**config.mk**
```make
export PLATFORM = sky130hd
export DESIGN_NAME = prw_top
export DESIGN_NICKNAME = d
export VERILOG_FILES = /design/src/design/prw_top.v
export VERILOG_INCLUDE_DIRS = /design/src /design/src/design
export SDC_FILE = /design/constraint.sdc
export NUM_CORES = 1
export LEC_CHECK = 0
export BUFFER_PORTS_ARGS = -buffer_cell sky130_fd_sc_hd__buf_2
export CAP_MARGIN = 20
export CORE_UTILIZATION = 55
export DETAILED_ROUTE_END_ITERATION = 12
export GPL_ROUTABILITY_DRIVEN = 0
export MAX_ROUTING_LAYER = met4
export PLACE_DENSITY = 0.84
export SETUP_SLACK_MARGIN = 0.02
export SLEW_MARGIN = 20
export SYNTH_ARGS = -nofsm -noshare
export SYNTH_HDL_FRONTEND = slang
export SYNTH_SLANG_ARGS = --single-unit
```
**constraint.sdc**
```tcl
create_clock -name sys_clk -period 5.85 [get_ports sys_clk]
set_clock_uncertainty 0.15 [all_clocks]
set_input_delay 1.755 -clock sys_clk [delete_from_list [all_inputs] [get_ports sys_clk]]
set_output_delay 1.755 -clock sys_clk [all_outputs]
set_load 0.01 [all_outputs]
```
**src/design/prw_map.vh**
```
// Register offsets, field positions, reset values and timing constants of the reset and watchdog timers
`ifndef PRW_MAP_VH
`define PRW_MAP_VH
`define PRW_ADDR_W            12
`define PRW_WDMODE_ADDR       12'hf0f
`define PRW_STOPCTL_ADDR      12'hf10
`define PRW_STATUS_ADDR       12'hf11
`define PRW_WDMODE_RST        8'h0d
`define PRW_STOPCTL_RST       8'h20
`define PRW_STOPDLY_BIT       5
`define PRW_WD_STOP_BIT       3
`define PRW_WD_HALT_BIT       2
`define PRW_WIN_CYCLES        60
`define PRW_CPU_DIV           2
`define PRW_WIN_CLKS          (`PRW_WIN_CYCLES * `PRW_CPU_DIV)
`define PRW_RC_HZ             128000
`define PRW_POR_US            5000
`define PRW_T0_MS             5
`define PRW_T1_MS             10
`define PRW_T2_MS             20
`define PRW_T3_MS             80
`define PRW_T4_MS             320
`define PRW_T5_MS             1280
`define PRW_T6_MS             5120
`endif

```
**src/design/prw_top.v**
```verilog
// Power-on reset delay timer and watchdog timer with time-windowed mode register
// Operation
// - Reset held by RC-clocked one-shot delay
// - Delay starts on power-up and brownout return
// - Delay also starts on watchdog time-out
// - Stop recovery delays only when stop-delay set
// - Watchdog is retriggerable one-shot resetting CPU
// - First instruction enables, later ones refresh
// - Watchdog counts on independent RC oscillator
// - Watchdog instruction updates zero, sign, overflow
// - Mode writes accepted only first 60 cycles
// - Mode register is write-only, reads return zero
// - Stop recovery keeps mode register contents
// - Non-stop time-out restores mode reset value
// - Bit 3 stop activity, bit 2 halt activity
// - Low select bits give 5/10/20/80 ms
// - Upper bits give 320/1280/5120 ms
// - Invalid upper bits fall back to low bits
// - Stop-mode time-out resets chip out of STOP
// - Watchdog disabled after its reset completes
//
// Implementation choice: the address-and-strobe port.
`timescale 1ns/10ps
`include "prw_map.vh"
module prw_top #(
  parameter RC_DIV   = 977,
  parameter POR_TICKS = 640,
  parameter MS_TICKS  = 128
) (
  input  wire        sys_clk,
  input  wire        rstn,
  input  wire [11:0] addr,
  input  wire [7:0]  wdata,
  input  wire        wr_stb,
  input  wire        rd_stb,
  output reg  [7:0]  rdata,
  input  wire        power_good,
  input  wire        stop_wake,
  input  wire        wd_instr,
  input  wire        cpu_halt,
  input  wire        cpu_stop,
  input  wire [7:0]  instr_result,
  output reg         chip_reset,
  output reg         stop_exit,
  output reg  [2:0]  flags_zsv,
  output reg         flags_we
);
  // RC oscillator modelled as a divided tick of sys_clk; RC_DIV defaults to 125MHz/128kHz
  localparam [1:0] ST_RUN  = 2'h0;
  localparam [1:0] ST_DLY  = 2'h1;
  localparam [1:0] ST_HOLD = 2'h2;

  // Index 0 carries the supply level, index 1 the stop wake level
  reg  [1:0]  sync_a_r;
  reg  [1:0]  sync_b_r;

  reg  [1:0]  state_r;
  reg  [1:0]  state_nxt;
  reg  [9:0]  rc_cnt_r;
  reg         rc_tick_r;
  reg  [31:0] por_cnt_r;
  reg  [7:0]  wdmode_r;
  reg  [7:0]  stopctl_r;
  reg         wd_en_r;
  reg  [31:0] wd_cnt_r;
  reg  [31:0] wd_lim;
  reg  [7:0]  win_cnt_r;
  reg         win_open_r;
  reg         stop_rec_r;
  reg         wd_stop_r;
  reg         wd_fire;
  reg  [1:0]  last_cause_r;
  reg         wd_active;

  wire [1:0]  async_in;
  wire        pg_s;
  wire        sw_s;
  wire        fast_rec;
  wire        dly_rec;
  wire        mode_wr;
  wire [2:0]  up;
  wire [7:0]  status_word;

  // Time-out limits in RC ticks; one extra tick covers a partial first RC period
  localparam integer LIM_T0 = `PRW_T0_MS * MS_TICKS + 1;
  localparam integer LIM_T1 = `PRW_T1_MS * MS_TICKS + 1;
  localparam integer LIM_T2 = `PRW_T2_MS * MS_TICKS + 1;
  localparam integer LIM_T3 = `PRW_T3_MS * MS_TICKS + 1;
  localparam integer LIM_T4 = `PRW_T4_MS * MS_TICKS + 1;
  localparam integer LIM_T5 = `PRW_T5_MS * MS_TICKS + 1;
  localparam integer LIM_T6 = `PRW_T6_MS * MS_TICKS + 1;
  // Cause codes shown in the status register
  localparam [1:0] CAUSE_NONE    = 2'h0;
  localparam [1:0] CAUSE_STOP    = 2'h1;
  localparam [1:0] CAUSE_WD_RUN  = 2'h2;
  localparam [1:0] CAUSE_WD_STOP = 2'h3;

  assign async_in    = {stop_wake, power_good};
  assign pg_s        = sync_b_r[0];
  assign sw_s        = sync_b_r[1];
  assign up          = wdmode_r[6:4];
  // Stop recovery with the delay bit clear skips the delay
  assign fast_rec    = (state_r == ST_RUN) && cpu_stop && sw_s && !stopctl_r[`PRW_STOPDLY_BIT] && !wd_fire;
  assign dly_rec     = (state_r == ST_RUN) && (state_nxt == ST_DLY) && !wd_fire;
  assign mode_wr     = wr_stb && (addr == `PRW_WDMODE_ADDR) && win_open_r && (state_r == ST_RUN);
  assign status_word = {stop_rec_r, wd_stop_r, last_cause_r, win_open_r, wd_en_r, state_r};

  // Halted or stopped CPU only lets the counter run when the matching mode bit allows it
  always @* begin
    if (!wd_en_r) begin
      wd_active = 1'b0;
    end else if (cpu_stop) begin
      wd_active = wdmode_r[`PRW_WD_STOP_BIT];
    end else if (cpu_halt) begin
      wd_active = wdmode_r[`PRW_WD_HALT_BIT];
    end else begin
      wd_active = 1'b1;
    end
  end

  // Time-out select; invalid upper patterns fall back to the low select bits
  always @* begin
    case (up)
      3'h1: begin
        wd_lim = LIM_T4;
      end
      3'h2: begin
        wd_lim = LIM_T5;
      end
      3'h4: begin
        wd_lim = LIM_T6;
      end
      default: begin
        case (wdmode_r[1:0])
          2'h0:    wd_lim = LIM_T0;
          2'h1:    wd_lim = LIM_T1;
          2'h2:    wd_lim = LIM_T2;
          default: wd_lim = LIM_T3;
        endcase
      end
    endcase
  end

  // Terminal count is taken on the RC tick that would reach the limit
  always @* begin
    wd_fire = 1'b0;
    if ((state_r == ST_RUN) && wd_active && rc_tick_r && (wd_cnt_r + 32'h1 >= wd_lim)) begin
      wd_fire = 1'b1;
    end
  end

  // Reset sequencing: held while the supply is low, then the one-shot delay
  always @* begin
    state_nxt = state_r;
    case (state_r)
      ST_HOLD: begin
        if (pg_s) begin
          state_nxt = ST_DLY;
        end
      end
      ST_DLY: begin
        if (rc_tick_r && (por_cnt_r + 32'h1 >= POR_TICKS)) begin
          state_nxt = ST_RUN;
        end
      end
      ST_RUN: begin
        if (!pg_s) begin
          state_nxt = ST_HOLD;
        end else if (wd_fire) begin
          state_nxt = ST_DLY;
        end else if (cpu_stop && sw_s && stopctl_r[`PRW_STOPDLY_BIT]) begin
          state_nxt = ST_DLY;
        end
      end
      default: begin
        state_nxt = ST_HOLD;
      end
    endcase
  end

  // Two flip-flops per asynchronous level; only the second stage feeds logic
  genvar gi;
  generate
    for (gi = 0; gi < 2; gi = gi + 1) begin : g_sync
      always @(posedge sys_clk or negedge rstn) begin
        if (!rstn) begin
          sync_a_r[gi] <= 1'b0;
          sync_b_r[gi] <= 1'b0;
        end else begin
          sync_a_r[gi] <= async_in[gi];
          sync_b_r[gi] <= sync_a_r[gi];
        end
      end
    end
  endgenerate

  always @(posedge sys_clk or negedge rstn) begin
    if (!rstn) begin
      state_r <= ST_HOLD;
    end else begin
      state_r <= state_nxt;
    end
  end

  // RC oscillator tick; runs free so both timers share one time base
  always @(posedge sys_clk or negedge rstn) begin
    if (!rstn) begin
      rc_cnt_r  <= 10'h0;
      rc_tick_r <= 1'b0;
    end else if (rc_cnt_r == RC_DIV - 1) begin
      rc_cnt_r  <= 10'h0;
      rc_tick_r <= 1'b1;
    end else begin
      rc_cnt_r  <= rc_cnt_r + 10'h1;
      rc_tick_r <= 1'b0;
    end
  end

  // Delay count only advances while the delay state holds the reset
  always @(posedge sys_clk or negedge rstn) begin
    if (!rstn) begin
      por_cnt_r <= 32'h0;
    end else if (state_r != ST_DLY) begin
      por_cnt_r <= 32'h0;
    end else if (rc_tick_r) begin
      por_cnt_r <= por_cnt_r + 32'h1;
    end
  end

  // Power loss and a time-out outside STOP restore the mode; stop recovery keeps it
  always @(posedge sys_clk or negedge rstn) begin
    if (!rstn) begin
      wdmode_r <= `PRW_WDMODE_RST;
    end else if (state_r == ST_HOLD) begin
      wdmode_r <= `PRW_WDMODE_RST;
    end else if (wd_fire && !cpu_stop) begin
      wdmode_r <= `PRW_WDMODE_RST;
    end else if (mode_wr) begin
      wdmode_r <= {1'b0, wdata[6:0]};
    end
  end

  // Power loss also restores the stop delay bit
  always @(posedge sys_clk or negedge rstn) begin
    if (!rstn) begin
      stopctl_r <= `PRW_STOPCTL_RST;
    end else if (state_r == ST_HOLD) begin
      stopctl_r <= `PRW_STOPCTL_RST;
    end else if (wr_stb && (addr == `PRW_STOPCTL_ADDR)) begin
      stopctl_r <= wdata;
    end
  end

  // Any reset leaves the watchdog disabled until the next refresh instruction
  always @(posedge sys_clk or negedge rstn) begin
    if (!rstn) begin
      wd_en_r <= 1'b0;
    end else if (state_r != ST_RUN) begin
      wd_en_r <= 1'b0;
    end else if (wd_instr) begin
      wd_en_r <= 1'b1;
    end
  end

  // A refresh restarts the count from zero
  always @(posedge sys_clk or negedge rstn) begin
    if (!rstn) begin
      wd_cnt_r <= 32'h0;
    end else if ((state_r != ST_RUN) || wd_instr) begin
      wd_cnt_r <= 32'h0;
    end else if (wd_active && rc_tick_r) begin
      wd_cnt_r <= wd_cnt_r + 32'h1;
    end
  end

  // Mode write window: restarted by every reset and by a fast stop recovery
  always @(posedge sys_clk or negedge rstn) begin
    if (!rstn) begin
      win_open_r <= 1'b0;
    end else if ((state_r != ST_RUN) || fast_rec) begin
      win_open_r <= 1'b1;
    end else if (win_open_r && (win_cnt_r == `PRW_WIN_CLKS - 1)) begin
      win_open_r <= 1'b0;
    end
  end

  always @(posedge sys_clk or negedge rstn) begin
    if (!rstn) begin
      win_cnt_r <= 8'h0;
    end else if ((state_r != ST_RUN) || fast_rec) begin
      win_cnt_r <= 8'h0;
    end else if (win_open_r && (win_cnt_r != `PRW_WIN_CLKS - 1)) begin
      win_cnt_r <= win_cnt_r + 8'h1;
    end
  end

  // Remembers whether the last time-out happened in STOP
  always @(posedge sys_clk or negedge rstn) begin
    if (!rstn) begin
      wd_stop_r <= 1'b0;
    end else if (wd_fire) begin
      wd_stop_r <= cpu_stop;
    end
  end

  always @(posedge sys_clk or negedge rstn) begin
    if (!rstn) begin
      stop_rec_r <= 1'b0;
    end else if (dly_rec) begin
      stop_rec_r <= 1'b1;
    end
  end

  always @(posedge sys_clk or negedge rstn) begin
    if (!rstn) begin
      last_cause_r <= CAUSE_NONE;
    end else if (wd_fire) begin
      last_cause_r <= cpu_stop ? CAUSE_WD_STOP : CAUSE_WD_RUN;
    end else if (dly_rec || fast_rec) begin
      last_cause_r <= CAUSE_STOP;
    end
  end

  // Read data stand for one cycle only and return to zero after
  always @(posedge sys_clk or negedge rstn) begin
    if (!rstn) begin
      rdata <= 8'h0;
    end else if (rd_stb) begin
      case (addr)
        `PRW_WDMODE_ADDR:  rdata <= 8'h0;
        `PRW_STOPCTL_ADDR: rdata <= stopctl_r;
        `PRW_STATUS_ADDR:  rdata <= status_word;
        default:           rdata <= 8'h0;
      endcase
    end else begin
      rdata <= 8'h0;
    end
  end

  // Registered from the next state so the reset drops with the state change
  always @(posedge sys_clk or negedge rstn) begin
    if (!rstn) begin
      chip_reset <= 1'b1;
    end else begin
      chip_reset <= (state_nxt != ST_RUN);
    end
  end

  always @(posedge sys_clk or negedge rstn) begin
    if (!rstn) begin
      stop_exit <= 1'b0;
    end else begin
      stop_exit <= (state_r == ST_RUN) && (state_nxt == ST_DLY) && cpu_stop;
    end
  end

  always @(posedge sys_clk or negedge rstn) begin
    if (!rstn) begin
      flags_we <= 1'b0;
    end else begin
      flags_we <= wd_instr && (state_r == ST_RUN);
    end
  end

  // Overflow is always cleared by the refresh instruction
  always @(posedge sys_clk or negedge rstn) begin
    if (!rstn) begin
      flags_zsv <= 3'h0;
    end else if (wd_instr && (state_r == ST_RUN)) begin
      flags_zsv <= {instr_result == 8'h0, instr_result[7], 1'b0};
    end
  end
endmodule // prw_top

```
==> out/results.ini, run 1 <==
[place]
port_buffers=49
dpl.hpwl_um=11200

[worst_setup_path]
crit_family=simple AND/OR/NAND/NOR gates
setup.worst_path.class=flip-flop to flip-flop
critPathRequiredTime_ns=6.01
path_cells=nand4_2, nor2_1, nand4_1, nor2_1, nand4_1, xnor2_1, ha_1, nand4_1, nor3_1, mux2i_1, a41oi_1, nor4_2, o2111a_2, a21o_4, mux2_4
crit_fanout=15
arrival_ns=4.18
crit_buf_inv=0
path_common_cell=nand4_1
worst_path_max_delay_cell=dfrtp_1
end_kind=flip-flop
startpoint_type=flip-flop
cpPeakStageDelay_ns=0.49

[sta]
hold_violations=0
rsz0062_at_grt=false
fin_tns_setup_ns=0
slew_headroom_pct=42.4
tightest_slew_ns=0.862
fin_crit_sh_pct=68.7
hold_slack_ns=0.211
drv_slew=0
period_needed_ns=4.02
setup_viol=0
fmax_mhz=249

[synthesis]
seq_area_frac_synth_pct=42.9
synth_area_per_cell_um2=9.19
ys.flop_type=dfrtp_1
async_flop_share_pct=100
ys_warn_count=0
synth_fp_nets=836
ys_types=78
syn_area_um2=7190
ys_seq_elements=123
netlist_instances=783
synth_edf_count=0

[route]
route.met3.wl_um=817
wl_met1_um=7380
routed_via_density=5.93
wl_met2_um=7760
route.vias.total=5946
highest_layer=met4
drcViolationCount=0
wl_um=16300
drt-initial-drc-count=471
drtAntennaViolNets=0
first_pass_iters=5
routedWlPerCell_um=16.2

[final_layout]
nNetsFinal=870
drive_gt1_share_pct=14.1
syn2layout_area_growth_pct=12.6
num_antenna_cells=0

[clock_tree]
post_cts_buffers=0
post_cts_resized=0
cts_buffers=17
cts.sinks=123
ctsRootBufferMaster=clkbuf_16
htreeDepth=4
clockBufferDepth=2
hold_buffers=0
clock_latency_ns=0.43
cts_tree=built
clk_pin_slew_worst_paths_ns=0.06

[global_routing]
first_global_vias=5669
grt.total_usage_pct=27.1
antenna_found_initial=0
grt_overflow=0
grt_pass1_wl_um=27400
grt_max_degree=55

[die]
chipHeight_um=116
num_rows=41
dieArea_um2=13500
ios=51
core_um2=12700
die_w_um=116
initial_utilization_pct=56.8

[power_and_ir_drop]
p_leak_nw=3.47
power.density_nw_per_um2=237
max-vdd-ir-drop_mv=0.220

[flow_run]
drv_cap=0

[run_status]
status=finished, final reports clean

[hold_path]
hp-class=flip-flop to flip-flop

path summary, 6_finish.rpt:
check | start | end | slack [ns] | cells past startpoint
worst min register to register | sync_a_r[0] | pg_s | 0.21 | 0
worst max register to register | wd_cnt_r[2] | wd_stop_r | 1.83 | 15
worst max-delay path | wd_cnt_r[2] | wd_stop_r | 1.83 | 15
min in group asynchronous | rstn | wd_cnt_r[28] | 1.11 | 1
worst min-delay path | sync_a_r[0] | pg_s | 0.21 | 0
max in group asynchronous | rstn | wd_cnt_r[15] | 3.43 | 2
layout by cell type, fill, tap and decap left out, types with 17 or more instances in the layout:
| cell | count |
|---|---|
| buf_2 | 49 |
| clkbuf_16 | 17 |
| xnor2_1 | 35 |
| xor2_1 | 43 |
| nand2_1 | 66 |
| o21ai_0 | 27 |
| mux2i_1 | 31 |
| or3_1 | 23 |
| nand4_1 | 29 |
| nor3_1 | 19 |
| nand3_1 | 45 |
| a21oi_1 | 31 |
| dfrtp_1 | 117 |
| nor2_1 | 104 |
final cells by class:
class / count / area, um2
Inverter: 16 / 60.1
Sequential cell: 123 / 3090
Fill cell: 1009 / 4570
Clock inverter: 13 / 144
Clock buffer: 19 / 433
Timing Repair Buffer: 53 / 275
Tap cell: 172 / 215
Multi-Input combinational cell: 606 / 3880
cell families (layout without fill, tap and decap cells):
family | after synthesis | after routing | synth area share [%]
and+or+nand+nor | 367 | 367 | 26.3
DFF | 123 | 123 | 42.9
buffers and inverters | 54 | 101 | 3.13
other | 1 | 1 | 0.0521
adders and majority gates | 16 | 16 | 2.78
xor gates and xnor gates | 78 | 78 | 9.50
muxes | 35 | 35 | 4.99
AOI/OAI and AO/OA | 109 | 109 | 10.4
state kept, by name, indices dropped and copies added, names as in the netlist:
register,count
rc_cnt_r,10
rc_tick_r,1
stop_exit,1
sync_a_r,2
win_open_r,1
wd_en_r,1
wd_stop_r,1
flags_zsv,2
chip_reset,1
flags_we,1
state_r,2
sw_s,1
stopctl_r,8
last_cause_r,2
win_cnt_r,8
wd_cnt_r,32
wdmode_r,7
por_cnt_r,32
pg_s,1
rdata,8
stop_rec_r,1
stage by stage:
step | area [um2] | worst slack [ns] | std cells | utilization, % | power [mW]
4_1_cts | 8100 | 1.87 | 1002 | 63.9 | 1.93
3_5_place_dp | 7520 | 1.91 | 970 | 59.3 | 0.909
6_report | 8100 | 1.83 | 1002 | 63.9 | 1.92
3_3_place_gp | 7510 | 2.09 | 969 | 59.3 | 0.908
2_1_floorplan | 7190 | 2.25 | 783 | - | 0.876
5_1_grt | 8100 | 1.46 | 1002 | 63.9 | 1.97
synth_stat cells (3+ instances only):
cell type,n,share of area (%)
nand2_1,66,3.4
or2_2,3,0.26
nand4b_1,4,0.49
dfstp_2,6,2.2
nor4_1,11,0.96
xor2_1,43,5.2
or4_1,4,0.42
nor3_1,19,1.3
o21ai_0,28,1.9
clkbuf_1,27,1.4
inv_1,16,0.84
nor2_1,104,5.4
nand4_1,29,2.5
mux2i_1,31,4.3
or3_1,24,2.1
and4_1,8,0.97
nand2b_1,8,0.70
a21oi_1,31,2.2
dfrtp_1,117,41
xnor2_1,35,4.3
ha_1,16,2.8
buf_2,6,0.42
mux2_2,3,0.47
and2_1,7,0.61
nor2b_1,5,0.43
a2111oi_0,4,0.49
and3_1,13,1.1
a31oi_1,4,0.35
a211oi_1,7,0.73
nand3_1,45,3.1
routing by layer:
metal  vias up  track usage [%]
met3        27             6.02
met5         -                -
met1      2881             35.6
met2       187             42.1
met4         0             8.38
li1       2851                -
where the power goes:
part | internal (mW) | switching [mW]
clock | 0.629 | 0.400
combinational | 0.0122 | 0.0264
sequential | 0.853 | 0.000836
total | 1.49 | 0.427
Power figures use the tool's default switching activity.
==> inputs of run 2 (changes only) <==
--- a/config.mk
+++ b/config.mk
@@ -6,13 +6,14 @@
 export SDC_FILE = /design/constraint.sdc
 export NUM_CORES = 1
 export LEC_CHECK = 0
+export ABC_AREA = 1
 export BUFFER_PORTS_ARGS = -buffer_cell sky130_fd_sc_hd__buf_2
 export CAP_MARGIN = 20
 export CORE_UTILIZATION = 55
 export DETAILED_ROUTE_END_ITERATION = 12
 export GPL_ROUTABILITY_DRIVEN = 0
 export MAX_ROUTING_LAYER = met4
-export PLACE_DENSITY = 0.84
+export PLACE_DENSITY = 0.86
 export SETUP_SLACK_MARGIN = 0.02
 export SLEW_MARGIN = 20
 export SYNTH_ARGS = -nofsm -noshare
==> constraint.sdc (replaced) <==
create_clock -name sys_clk -period 3.5 [get_ports sys_clk]
set_clock_uncertainty 0.15 [all_clocks]
set_input_delay 1.05 -clock sys_clk [delete_from_list [all_inputs] [get_ports sys_clk]]
set_output_delay 1.05 -clock sys_clk [all_outputs]
set_load 0.01 [all_outputs]
==> run 2 against run 1 <==
  * Non-clock buffer count increased by 7
  * Highest routed layer unchanged
  * Sequential share of layout area decreased by 2.0 points
  * Worst setup slack got worse by 1.4 ns
  * Critical path type unchanged
  * Critical path depth increased by 4
  * Critical endpoint is now wdmode_r[0]
  * Wire length increased by 22%
  * Sequential power increased by 67%
==> out/results.ini, run 2 <==
[run_status]
status=finished, final reports clean  ; unchanged

[synthesis]
synth_fp_nets=1094  ; was 836
netlist_instances=1041  ; was 783
synth_area_per_cell_um2=7.14  ; was 9.19 um2
yosys.area.top_type_share_pct=39.4  ; was 40.7%
ys_types=46  ; was 78
ys_warn_count=0  ; unchanged
synth_area_leaders=dfrtp_1, nand2_1, inv_1  ; was dfrtp_1, nor2_1, xor2_1
yosysMostFrequentCell=nand2_1  ; was dfrtp_1
syn_area_um2=7430  ; was 7190 um2
yosys-top-cells-count=nand2_1, inv_1, nor2_1, dfrtp_1, nand3_1  ; was dfrtp_1, nor2_1, nand2_1, nand3_1, xor2_1
ys_seq_elements=123  ; unchanged
ys.flop_type=dfrtp_1  ; unchanged
synth_edf_count=0  ; unchanged
seq_area_frac_synth_pct=41.5  ; was 42.9%
async_flop_share_pct=100  ; unchanged
synth_area_leader_cell=dfrtp_1  ; unchanged

[route]
drt-initial-drc-count=900  ; was 471
wl_um=19900  ; was 16300 um
route.vias.total=7307  ; was 5946
routedWlPerCell_um=15.3  ; was 16.2 um
drcViolationCount=0  ; unchanged
first_pass_iters=5  ; unchanged
drtAntennaViolNets=0  ; unchanged
routed_via_density=5.63  ; was 5.93

[final_layout]
seqCellArea_um2=3090  ; unchanged
multi_input_area_um2=3750  ; was 3880 um2
finalCoreUtilization_pct=64.8  ; was 63.9%
reg_top3=por_cnt_r x32, wd_cnt_r x32, rc_cnt_r x10  ; unchanged
syn2layout_area_growth_pct=15.0  ; was 12.6%
final_cell_mix=nand2_1, inv_1, nor2_1  ; was dfrtp_1, nor2_1, nand2_1
nNetsFinal=1161  ; was 870
final_common_cell=nand2_1  ; was dfrtp_1
num_antenna_cells=0  ; unchanged
fin_area_um2=8550  ; was 8100 um2
drive_gt1_share_pct=12.1  ; was 14.1%
n_fill_cell=1068  ; was 1009

[die]
chipHeight_um=118  ; was 116 um
dieArea_um2=14000  ; was 13500 um2
core_um2=13200  ; was 12700 um2
num_rows=42  ; was 41
ios=51  ; unchanged
initial_utilization_pct=56.4  ; was 56.8%
die_w_um=118  ; was 116 um

[worst_setup_path]
worst_path_max_delay_cell=dfrtp_1  ; unchanged
rr_worst_depth=19  ; was 15
critPathRequiredTime_ns=3.71  ; was 6.01 ns
arrival_ns=3.30  ; was 4.18 ns
crit_start=wd_cnt_r[2]  ; unchanged
crit_fanout=8  ; was 15
cpPeakStageDelay_ns=0.43  ; was 0.49 ns
path_cells=inv_1, nor3_4, and2_2, nand2_1, o21ai_0, inv_1, ha_1, nand2_1, o21ai_0, nor2_1, nor3_1, nor2_1, nand2_1, nand2_1, nand2_2, nand3_2, nand2_1, inv_1, nand2_1  ; was nand4_2, nor2_1, nand4_1, nor2_1, nand4_1, xnor2_1, ha_1, nand4_1, nor3_1, mux2i_1, a41oi_1, nor4_2, o2111a_2, a21o_4, mux2_4
setup.worst_path.class=flip-flop to flip-flop  ; unchanged
r2r_end=wdmode_r[0]  ; was wd_stop_r
end_kind=flip-flop  ; unchanged
setup.worst_path.end=wdmode_r[0]  ; was wd_stop_r
path_common_cell=nand2_1  ; was nand4_1
r2r_slack_ns=0.41  ; was 1.83 ns
reg2reg_from=wd_cnt_r[2]  ; unchanged
startpoint_type=flip-flop  ; unchanged

[global_routing]
grt_overflow=0  ; unchanged
first_global_vias=6987  ; was 5669
grt_pass1_wl_um=32700  ; was 27400 um
grt_max_degree=64  ; was 55
antenna_found_initial=0  ; unchanged
grt.total_usage_pct=30.4  ; was 27.1%

[sta]
rsz0062_at_grt=false  ; unchanged
drv_slew=0  ; unchanged
fmax_mhz=324  ; was 249 MHz
period_needed_ns=3.09  ; was 4.02 ns
tightest_slew_ns=0.770  ; was 0.862 ns
setup_ws_ns=0.410  ; was 1.83 ns
setup_viol=0  ; unchanged
fin_crit_sh_pct=88.3  ; was 68.7%
slew_headroom_pct=48.2  ; was 42.4%
fin_tns_setup_ns=0  ; unchanged
hold_violations=0  ; unchanged

[place]
port_buffers=49  ; unchanged
placed_cell_area_um2=7950  ; was 7520 um2
dpl.hpwl_um=14000  ; was 11200 um
pre_cts_ws_ns=0.447  ; was 1.91 ns

[clock_tree]
clk_pin_slew_worst_paths_ns=0.06  ; about the same
cts_buffers=17  ; unchanged
post_cts_resized=0  ; unchanged
cts.sinks=123  ; unchanged
clock_latency_ns=0.43  ; about the same
ctsRootBufferMaster=clkbuf_16  ; unchanged
post_cts_buffers=0  ; unchanged
hold_buffers=0  ; unchanged
clockBufferDepth=2  ; unchanged
cts_tree=built  ; unchanged
htreeDepth=4  ; unchanged

[power_and_ir_drop]
max-vdd-ir-drop_mv=0.420  ; was 0.220 mV
power.total_mw=3.32  ; was 1.92 mW
power.density_nw_per_um2=388  ; was 237 nW/um2
p_leak_nw=4.03  ; was 3.47 nW

[flow_run]
drv_cap=0  ; unchanged

[hold_path]
hp-class=flip-flop to flip-flop  ; unchanged

## run 2: changes by cell type in the layout (fill, tap and decap cells not counted), moves of 21 or more
cell     before  now
nand2_1      66  309
inv_1        16  144
o22ai_1       0   41
nand3_1      45   82
xnor2_1      35    1
mux2i_1      31    1
or3_1        23    2
## run 2: worst min path at each step
stage / start / to / slack [ns] / cells after the start
5_1_grt: sync_a_r[0] / pg_s / 0.21 / 0
2_1_floorplan: sync_a_r[0] / pg_s / 0.18 / 0
4_1_cts: sync_a_r[0] / pg_s / 0.20 / 0
3_3_place_gp: sync_a_r[0] / pg_s / 0.19 / 0
3_5_place_dp: sync_a_r[0] / pg_s / 0.18 / 0
6_report: sync_a_r[0] / pg_s / 0.20 / 0
## run 2: critical path, delay by kind of cell, from the launching register on
| kind | cells | cell delay [ns] |
|---|---|---|
| and+or+nand+nor | 13 | 1.48 |
| DFF | 1 | 0.43 |
| AOI/OAI and AO/OA | 2 | 0.37 |
| adders and majority gates | 1 | 0.32 |
| buffers and inverters | 3 | 0.27 |
## run 2: area by class of cell
class | instances | area share, %
multi-input combinational | 760 | 43.9
sequential | 123 | 36.1
inverter | 146 | 6.41
clock buffer | 17 | 4.98
timing repair buffer | 60 | 4.01
tap | 176 | 2.58
clock inverter | 15 | 2.08
## run 2: through the flow
step	cells	hold slack, ns
final	1297	0.197
after global routing	1297	0.210
after CTS	1297	0.198
after detailed placement	1265	0.185
after global placement	1265	0.186
after floorplan	1041	0.181
## run 2: cells by family after synthesis
family,count (synthesis),share of synthesized area [%]
simple gates,603,35.4
buf+inv,158,8.03
flops,123,41.5
compound gates,111,8.84
xor+xnor,27,3.18
fa+ha+maj,16,2.69
mux,2,0.286
other cells,1,0.0504
## run 2: report_power, final
part           switching, mW  total [mW]  internal, mW
Clock                  0.743        1.82          1.08
Sequential           0.00259        1.43          1.43
Combinational         0.0471      0.0688        0.0216
## run 2: routing by layer
metal  vias to the layer above  share of wire [%]  global-route usage [%]
met3                        56                7.4                    6.81
met4                         0                2.4                    11.5
li1                       3500                  -                       -
met1                      3412                 42                    38.1
met2                       339                 48                    48.1
met5                         -                  0                       -
